==> src/core/ccsh_pkg.sv <==
package ccsh_pkg;

  // ---------------------------------------------
  // Synchroniser slots for pin inputs
  // ---------------------------------------------
  localparam int SYNC_W = 6;
  localparam int SY_RECONFIG = 0;
  localparam int SY_CHAIN = 1;
  localparam int SY_DONE = 2;
  localparam int SY_ERR = 3;
  localparam int SY_SCHEME_LO = 4;
  localparam int SY_SCHEME_HI = 5;
  localparam logic [SYNC_W-1:0] SYNC_RESET = 6'h3f;

  // ---------------------------------------------
  // Scheme encodings on scheme_i
  // ---------------------------------------------
  localparam logic [1:0] SCHEME_PASSIVE = 2'h0;
  localparam logic [1:0] SCHEME_SERIAL = 2'h1;
  localparam logic [1:0] SCHEME_PARALLEL = 2'h2;

  // ---------------------------------------------
  // Initialization cycle length in clocks
  // ---------------------------------------------
  localparam int CNT_W = 4;
  localparam logic [CNT_W-1:0] INIT_CYCLES = 4'h8;
  localparam logic [CNT_W-1:0] CNT_ZERO = 4'h0;
  localparam logic [CNT_W-1:0] CNT_ONE = 4'h1;

  typedef enum logic [2:0] {
    ST_RESET,
    ST_WAIT_ENABLE,
    ST_CONFIG,
    ST_RELEASE,
    ST_INIT,
    ST_USER,
    ST_ERROR
  } ccsh_state_type;

  typedef struct packed {
    ccsh_state_type state;
    logic [SYNC_W-1:0] sync1;
    logic [SYNC_W-1:0] sync2;
    logic [CNT_W-1:0] init_cnt;
  } ccsh_regs_type;

endpackage : ccsh_pkg

==> src/core/ccsh_config_handshake.sv <==
`timescale 1ns/1ns

module ccsh_config_handshake
  import ccsh_pkg::*;
(
  input wire logic clock_i,
  input wire logic reset_n_i,
  input wire logic reconfig_request_n_i,
  input wire logic chain_enable_in_n_i,
  input wire logic [1:0] scheme_i,
  input wire logic chain_option_i,
  input wire logic user_io_out_i,
  input wire logic user_io_oe_i,
  input wire logic load_done_i,
  input wire logic load_error_i,
  input wire logic config_complete_line_i,
  output logic config_complete_line_o,
  output logic config_complete_line_oe_o,
  input wire logic config_error_line_n_i,
  output logic config_error_line_n_o,
  output logic config_error_line_n_oe_o,
  output logic chain_enable_out_n_o,
  output logic chain_enable_out_n_oe_o,
  output logic serial_flash_select_n_o,
  output logic parallel_flash_select_n_o,
  output logic loading_o,
  output logic user_mode_o,
  output logic io_tristate_o
);

  // ---------------------------------------------
  // Helpers
  // ---------------------------------------------
  // States in which an external low on the error line counts as an error
  function automatic logic error_sensed(input ccsh_state_type st);
    error_sensed = (st == ST_CONFIG) || (st == ST_RELEASE) || (st == ST_INIT);
  endfunction : error_sensed

  // States in which the completion line is held low by this device
  function automatic logic holds_done_low(input ccsh_state_type st);
    holds_done_low = (st == ST_RESET) || (st == ST_WAIT_ENABLE) || (st == ST_CONFIG) ||
                     (st == ST_ERROR);
  endfunction : holds_done_low

  ccsh_regs_type regs_r;
  ccsh_regs_type regs_nxt;
  logic reconfig_n_s;
  logic chain_n_s;
  logic done_s;
  logic err_n_s;
  logic [1:0] scheme_s;

  assign reconfig_n_s = regs_r.sync2[SY_RECONFIG];
  assign chain_n_s = regs_r.sync2[SY_CHAIN];
  assign done_s = regs_r.sync2[SY_DONE];
  assign err_n_s = regs_r.sync2[SY_ERR];
  assign scheme_s = regs_r.sync2[SY_SCHEME_HI:SY_SCHEME_LO];

  // ---------------------------------------------
  // Next state
  // ---------------------------------------------
  always_comb begin
    regs_nxt = regs_r;
    regs_nxt.sync1 = {scheme_i, config_error_line_n_i, config_complete_line_i,
                      chain_enable_in_n_i, reconfig_request_n_i};
    regs_nxt.sync2 = regs_r.sync1;
    case (regs_r.state)
      ST_RESET: begin
        if (reconfig_n_s) begin
          regs_nxt.state = ST_WAIT_ENABLE;
        end
      end
      ST_WAIT_ENABLE: begin
        // wait for enable
        // Error line must read high first, else our own reset drive looks like an error
        if (!chain_n_s && err_n_s) begin
          regs_nxt.state = ST_CONFIG;
        end
      end
      ST_CONFIG: begin
        if (load_error_i || !err_n_s) begin
          regs_nxt.state = ST_ERROR;
        end else if (chain_n_s) begin
          regs_nxt.state = ST_WAIT_ENABLE;
        end else if (load_done_i) begin
          regs_nxt.state = ST_RELEASE;
        end
      end
      ST_RELEASE: begin
        if (!err_n_s) begin
          regs_nxt.state = ST_ERROR;
        end else if (done_s) begin
          regs_nxt.state = ST_INIT;
          regs_nxt.init_cnt = INIT_CYCLES;
        end
      end
      ST_INIT: begin
        if (!err_n_s) begin
          regs_nxt.state = ST_ERROR;
        end else if (regs_r.init_cnt == CNT_ONE) begin
          regs_nxt.state = ST_USER;
          regs_nxt.init_cnt = CNT_ZERO;
        end else begin
          regs_nxt.init_cnt = regs_r.init_cnt - CNT_ONE;
        end
      end
      ST_USER: begin
        regs_nxt.state = ST_USER;
      end
      ST_ERROR: begin
        regs_nxt.state = ST_ERROR;
      end
      default: begin
        regs_nxt.state = ST_RESET;
      end
    endcase
    if (!reconfig_n_s) begin
      regs_nxt.state = ST_RESET;
      regs_nxt.init_cnt = CNT_ZERO;
    end
  end

  always_ff @(posedge clock_i or negedge reset_n_i) begin
    if (!reset_n_i) begin
      regs_r <= '{state: ST_RESET, sync1: SYNC_RESET, sync2: SYNC_RESET, init_cnt: CNT_ZERO};
    end else begin
      regs_r <= regs_nxt;
    end
  end

  // ---------------------------------------------
  // Pin drivers
  // ---------------------------------------------
  logic in_user;
  logic reading;
  assign in_user = (regs_r.state == ST_USER);
  assign reading = (regs_r.state == ST_CONFIG);

  assign config_complete_line_o = 1'b0;
  assign config_complete_line_oe_o = holds_done_low(regs_r.state);

  // drive error line
  // Reset also holds it low, so a sharing host sees the device is not ready
  assign config_error_line_n_o = 1'b0;
  assign config_error_line_n_oe_o = (regs_r.state == ST_ERROR) || (regs_r.state == ST_RESET);

  always_comb begin
    if (in_user && !chain_option_i) begin
      chain_enable_out_n_o = user_io_out_i;
      chain_enable_out_n_oe_o = user_io_oe_i;
    end else begin
      chain_enable_out_n_o = 1'b0;
      chain_enable_out_n_oe_o = in_user;
    end
  end

  assign serial_flash_select_n_o = !(reading && (scheme_s == SCHEME_SERIAL));
  assign parallel_flash_select_n_o = !(reading && (scheme_s == SCHEME_PARALLEL));

  assign loading_o = reading;
  assign user_mode_o = in_user;
  assign io_tristate_o = !in_user;
endmodule : ccsh_config_handshake

==> config.mk <==
export PLATFORM = sky130hd
export DESIGN_NAME = ccsh_config_handshake
export DESIGN_NICKNAME = d
export VERILOG_FILES = /design/src/core/ccsh_pkg.sv /design/src/core/ccsh_config_handshake.sv
export SDC_FILE = /design/constraint.sdc
export NUM_CORES = 1
export LEC_CHECK = 0
export BUFFER_PORTS_ARGS = -buffer_cell sky130_fd_sc_hd__buf_2
export CAP_MARGIN = 20
export CORE_MARGIN = 4
export CORE_UTILIZATION = 45
export CTS_CLUSTER_DIAMETER = 120
export CTS_CLUSTER_SIZE = 40
export DETAILED_ROUTE_END_ITERATION = 8
export GPL_TIMING_DRIVEN = 0
export PLACE_DENSITY = 0.72
export SYNTH_ARGS = -nofsm -noshare
export SYNTH_HDL_FRONTEND = slang
export SYNTH_SLANG_ARGS = --single-unit
==> constraint.sdc <==
create_clock -name clock_i -period 1.6 [get_ports clock_i]
set_input_delay 0.24 -clock clock_i [delete_from_list [all_inputs] [get_ports clock_i]]
set_output_delay 0.24 -clock clock_i [all_outputs]
set_load 0.02 [all_outputs]
==> results.sh, run 1 <==
export IMPL_status="finished, violations left"
export IMPL_violations="setup timing"
export IMPL_drtIter0Drc=21
export IMPL_post_route_cell_area_sq_um=1320
export IMPL_cap_viol_max_count=0
export IMPL_regToRegSetupSlack_ns=-0.02
export IMPL_die_area_sq_um=2930
export IMPL_ys_seq_area_share_pct=51.2
export IMPL_reg2regPathDepth=6
export IMPL_crit_end="regs_r[17]"
export IMPL_fin_crit_ns=1.62
export IMPL_start_util_pct=48.3
export IMPL_via_count=805
export IMPL_clockRootBuffer="clkbuf_4"
export IMPL_overflow=0
export IMPL_rsz0062_at_grt="yes"
export IMPL_start_kind="flip-flop"
export IMPL_cts_made_buffers=3
export IMPL_grt_max_degree=20
export IMPL_timing_hold_worst_class="in -> reg"
export IMPL_worstSetupPathType="reg -> reg"
export IMPL_cts_clk_slew_worst_paths_ns=0.10
export IMPL_syn_avg_cell_area_sq_um=10.8
export IMPL_clockBufferDepth=2
export IMPL_synth_edff_count=0
export IMPL_drtAntennaViolNets=0
export IMPL_p_per_area_nw_per_um2=1350
export IMPL_via_per_inst=5.33
export IMPL_syn_to_final_growth_pct=37.9
export IMPL_ys_ff_latch=19
export IMPL_place_area_sq_um=1110
export IMPL_worstHoldPathCells=1
export IMPL_synth_warnings=0
export IMPL_grt_pass1_vias=690
export IMPL_yosysTopAreaCell="dfstp_2"
export IMPL_skew_ns=0.00459
export IMPL_antenna_found_initial=0
export IMPL_power_frac_seq_pct=34.0
export IMPL_drive_gt1_share_pct=56.5
export IMPL_p_sw_uw=681
export IMPL_holdWs_ns=0.0419
export IMPL_crit_reg2reg_launch="regs_r[1]"
export IMPL_max_freq_ghz=0.617
export IMPL_ios=24
export IMPL_grt_first_pass_wirelength_um=3060
export IMPL_combPwrFrac_pct=53.2
export IMPL_vdd_ir_drop_worst_v=0.000852
export IMPL_setup_violations=2
export IMPL_leakage_nw=0.600
export IMPL_synthTopCellsByArea="dfstp_2, dfrtp_1, o21ai_0, inv_1, ha_1"
export IMPL_syn_area_sq_um=957
export IMPL_yosysTopAreaCellShare_pct=32.9
export IMPL_cp_max_fo=3
export IMPL_syn_inst=89
export IMPL_firstDrtPassIters=4
export IMPL_rows=16
export IMPL_htreeDepth=1
export IMPL_crit_start="regs_r[1]"
export IMPL_drv_slew=0
export IMPL_end_kind="flip-flop"
export IMPL_port_buffers=21
export IMPL_grtUsageTotal_pct=14.6
export IMPL_die_h_um=54.1
export IMPL_nets=140
export IMPL_intPower_mw=1.10
export IMPL_p_sw_share_pct=38.2
export IMPL_finalCritPeriodShare_pct=101
export IMPL_routedWlPerCell_um=14.1
export IMPL_power_frac_clock_pct=12.9
export IMPL_cp_required_ns=1.77
export IMPL_routabilityCongestion=0.809
export IMPL_hold_viol=0
export IMPL_clkSinkCount=19
export IMPL_cts_tree="done"
export IMPL_synth_ff_type="dfstp_2"
export IMPL_r2r_end="regs_r[17]"
export IMPL_route_detailed_drc=0
export IMPL_coreArea_sq_um=1980
export IMPL_hpwl_um=1320
export IMPL_die_width_um=54.1
export IMPL_clock_latency_ns=0.29
export IMPL_postLayoutSetupSlackWorst_ns=-0.0207
export IMPL_cp_data_arrival_time_ns=1.79
export IMPL_postSynth_asyncResetShare_pct=100
export IMPL_n_antenna_cell=0
export IMPL_netlist_cell_type_count=38
export IMPL_routed_wl_um=2120
==> logic make-up after synthesis <==
family / after synthesis / share of synthesized area (%)
AO/OA/AOI/OAI: 19 / 14.6
flip-flops: 19 / 51.2
buffers and inverters: 14 / 7.58
multiplexers: 2 / 2.09
other: 1 / 0.392
adder cells (fa/ha/maj): 2 / 2.61
AND/OR/NAND/NOR: 32 / 21.4
==> synthesized netlist by cell type (all sizes together), types with 2 or more instances <==
library cell,n
inv,7
nand3b,3
ha,2
o2bb2ai,2
nor2,5
o21ai,6
mux2i,2
a21oi,2
nor3,2
and4b,2
nand2,6
dfrtp,7
buf,5
nand3,2
or3b,3
clkbuf,2
nor3b,4
dfstp,12
==> final cells by class <==
| cell class | instances | area (sq um) |
|---|---|---|
| flip-flops and latches | 19 | 492 |
| fillers | 157 | 662 |
| multi-input cells | 57 | 488 |
| clock buffers | 4 | 26.3 |
| inverters | 7 | 26.3 |
| well taps | 27 | 33.8 |
| plain buffers | 5 | 45.0 |
| repair buffers | 32 | 209 |
==> critical path, cell delays in order, from the launching register on <==
cell	delay (ns)
dfrtp_1	0.42
inv_2	0.09
ha_4	0.13
or3b_4	0.39
a32oi_2	0.23
o2bb2ai_4	0.12
mux2i_1	0.13
==> metal layers <==
layer	part of all wire, %	up-vias	routed length [um]	global-route usage, %
met2	49	28	1030	24.9
met1	43	390	918	18.5
met5	0	-	0	0
met4	2.3	0	49	6.22
li1	-	381	-	-
met3	5.7	6	120	1.66
==> cells in the final DEF, fill, tap and decap left out, types with 4 or more instances in the layout <==
master | netlist | routed
nor2_1 | 5 | 4
clkbuf_4 | 0 | 4
dfstp_2 | 12 | 12
inv_1 | 7 | 4
buf_2 | 1 | 17
nand2_1 | 6 | 5
dfrtp_1 | 7 | 6
buf_4 | 3 | 14
==> registers in the layout (all words and copies together) (netlist names) <==
register	count
regs_r	9
regs_nxt	6
chain_n_s	1
done_s	1
err_n_s	1
reconfig_n_s	1
==> power groups by stage <==
| stage | Clock (mW) | Combinational (mW) | Sequential (mW) |
|---|---|---|---|
| detailed placement | 0 | 0.654 | 0.621 |
| finish | 0.229 | 0.948 | 0.607 |
| floorplan | 0 | 0.500 | 0.605 |
| global route | 0.265 | 1.02 | 0.612 |
| CTS | 0.243 | 0.825 | 0.599 |
| global placement | 0 | 0.636 | 0.617 |
==> per-stage QoR <==
step / instances / setup WS (ns) / power [mW] / TNS (ns) / utilization, %
6_report: 151 / -0.0207 / 1.78 / -0.0390 / 66.6
5_1_grt: 151 / -0.0688 / 1.89 / -0.400 / 66.6
4_1_cts: 146 / -0.0246 / 1.67 / -0.0381 / 62.0
3_5_place_dp: 138 / -0.0821 / 1.28 / -0.240 / 56.1
3_3_place_gp: 138 / -0.0580 / 1.25 / -0.113 / 56.1
2_1_floorplan: 90 / -0.0199 / 1.10 / -0.0199 / -
==> how the worst min path moves through the flow <==
stage / start / to / slack (ns)
6_report: reconfig_request_n_i / regs_nxt[4] / 0.04
4_1_cts: scheme_i[0] / regs_nxt[8] / 0.03
2_1_floorplan: reset_n_i / regs_r[0] / -0.06
3_5_place_dp: reset_n_i / regs_r[0] / 0.19
5_1_grt: chain_enable_in_n_i / regs_nxt[5] / 0.02
3_3_place_gp: reset_n_i / regs_r[0] / 0.19
==> what timing repair did <==
| item | in CTS | in global routing |
|---|---|---|
| gates resized for setup | 16 | 14 |
| endpoints found under the hold margin | 7 | 0 |
| hold buffers | 1 | 0 |
| setup endpoints to repair | 13 | 12 |
| buffers inserted | 5 | 5 |
| pin swaps | 5 | 10 |
(Power assumes the default switching activity.)
==> inputs of run 2 (changes only) <==
- BUFFER_PORTS_ARGS: -buffer_cell sky130_fd_sc_hd__buf_2 -> default
- CORE_ASPECT_RATIO: default -> 1.25
- DONT_BUFFER_PORTS: default -> 1
- PLACE_DENSITY: 0.72 -> default
==> run 2 against run 1 <==
  * The flow still finishes with violations (setup timing)
  * Total power about the same
  * Largest cell class unchanged
  * Sequential share of layout area is 1.7 points higher
  * Clock-buffer cell count down 1
  * Maximum frequency is 4.9% lower
  * Worst hold slack better by 0.31 ns
  * Register-to-register slack lost 0.06 ns
==> results.sh, run 2 (same netlist as run 1, synthesis figures left out) <==
export IMPL_worst_pin_slew_ns=0.823
export IMPL_reg2regPathDepth=6
export IMPL_skew_ns=0.00415
export IMPL_rows=18
export IMPL_coreArea_sq_um=2000
export IMPL_die_width_um=49.3
export IMPL_r2r_end="regs_r[16]"
export IMPL_regToRegSetupSlack_ns=-0.08
export IMPL_port_buffers=0
export IMPL_clockRootBuffer="clkbuf_4"
export IMPL_cts_tree="done"
export IMPL_layout_cells_non_filler=128
export IMPL_violations="setup timing"
export IMPL_fin_total_pwr_mw=1.79
export IMPL_clockBufferDepth=2
export IMPL_start_kind="flip-flop"
export IMPL_route_detailed_drc=0
export IMPL_cts_made_buffers=3
export IMPL_min_from="load_error_i"
export IMPL_rsz0062_at_grt="yes"
export IMPL_post_place_ws_ns=-0.217
export IMPL_dpl_cell_count=110
export IMPL_routabilityCongestion=0.794
export IMPL_post_route_cell_area_sq_um=1260
export IMPL_drtAntennaViolNets=0
export IMPL_hpwl_um=1190
export IMPL_worstSetupPathType="reg -> out"
export IMPL_finalCritPeriodShare_pct=107
export IMPL_hold_viol=0
export IMPL_cp_data_arrival_time_ns=1.46
export IMPL_final_core_util_pct=62.9
export IMPL_start_util_pct=47.8
export IMPL_grt_first_pass_wirelength_um=3310
export IMPL_final_common_cell="dfstp_2"
export IMPL_holdWs_ns=0.348
export IMPL_largest_reg_flops=9
export IMPL_routed_wl_um=1830
export IMPL_overflow=0
export IMPL_vdd_ir_drop_worst_v=0.000744
export IMPL_leakage_nw=0.535
export IMPL_firstDrtPassIters=4
export IMPL_drtIter0Drc=14
export IMPL_worstPathCellList="buf_6 -> inv_4 -> nor3_4 -> nand3b_1"
export IMPL_antenna_found_initial=0
export IMPL_fillers=158
export IMPL_min_to="regs_r[16]"
export IMPL_htreeDepth=1
export IMPL_status="finished, violations left"
export IMPL_worstHoldPathCells=4
export IMPL_routedWlPerCell_um=14.3
export IMPL_via_per_inst=5.58
export IMPL_tns_ns=-0.508
export IMPL_drv_slew=0
export IMPL_fin_crit_ns=1.71
export IMPL_via_count=714
export IMPL_clkSinkCount=19
export IMPL_clock_latency_ns=0.29
export IMPL_grt_max_degree=20
export IMPL_grt_pass1_vias=716
export IMPL_die_area_sq_um=2930
export IMPL_grtUsageTotal_pct=14.7
export IMPL_n_antenna_cell=0
export IMPL_top_register="regs_r"
export IMPL_path_buf_inv=2
export IMPL_cp_required_ns=1.36
export IMPL_die_h_um=59.6
export IMPL_cap_viol_max_count=0
export IMPL_relSlewSlack_pct=44.9
export IMPL_drive_gt1_share_pct=45.4
export IMPL_final_cell_mix="dfstp_2, buf_4, dlygate4sd3_1"
export IMPL_cp_slowest_cell="dfrtp_1"
export IMPL_setup_violations=6
export IMPL_nets=124
export IMPL_crit_family="simple AND/OR/NAND/NOR gates"
export IMPL_cts_clk_slew_worst_paths_ns=0.11
export IMPL_cp_max_fo=5
export IMPL_place_area_sq_um=998
export IMPL_timing_hold_worst_class="in -> reg"
export IMPL_max_freq_ghz=0.587
export IMPL_postLayoutSetupSlackWorst_ns=-0.105
export IMPL_ios=24
export IMPL_end_kind="output pin"
export IMPL_syn_to_final_growth_pct=31.8
export IMPL_max_stage_delay_ns=0.41
export IMPL_p_per_area_nw_per_um2=1420
export IMPL_crit_reg2reg_launch="regs_r[17]"
## run 2: what timing repair did
action / in CTS / in global routing
cloned: 0 / 0
hold endpoints to repair: 25 / 0
pin swaps: 8 / 4
setup buffers: 7 / 2
hold buffers: 7 / 0
endpoints found under the setup margin: 13 / 12
gates resized for setup: 22 / 7
## run 2: worst max path at each step
stage                    start                   endpoint  cells past startpoint  slack [ns]
finish              regs_r[17]  parallel_flash_select_n_o                      4       -0.11
global route        regs_r[17]  parallel_flash_select_n_o                      4       -0.20
CTS                 regs_r[17]  parallel_flash_select_n_o                      4       -0.11
detailed placement  regs_r[16]       chain_enable_out_n_o                      3       -0.22
global placement    regs_r[16]       chain_enable_out_n_o                      3       -0.20
floorplan           regs_r[16]       chain_enable_out_n_o                      3       -0.02
## run 2: metal layers
layer / vias to the layer above / wire, um / GRT usage (%)
li1: 351 / - / -
met1: 337 / 801 / 18.2
met2: 24 / 893 / 24.1
met3: 2 / 119 / 4.28
met4: 0 / 17 / 6.10
met5: - / 0 / 0
## run 2: final cells by class
cell class                 instances  area (sq um)  share of cell area (%)
clock inverter                     1          7.51                   0.595
timing repair buffer              16           141                    11.2
sequential                        19           492                    39.0
tap                               20          25.0                    1.98
clock buffer                       3          22.5                    1.79
buffer                             5          51.3                    4.07
multi-input combinational         57           489                    38.8
inverter                           7          32.5                    2.58
## run 2: report_power, final
group          switching [mW]  leakage, nW  internal (mW)
sequential             0.0524        0.219          0.558
combinational           0.501        0.302          0.432
clock                   0.147       0.0139         0.0950
total                   0.701        0.535           1.08
## run 2: worst reg2reg max path, stage by stage (launching register included)
cell and delay [ns]:
dfrtp_1 0.42, buf_6 0.15, buf_6 0.11, or3b_1 0.35
o22ai_2 0.20, o2bb2ai_4 0.16, mux2i_1 0.20
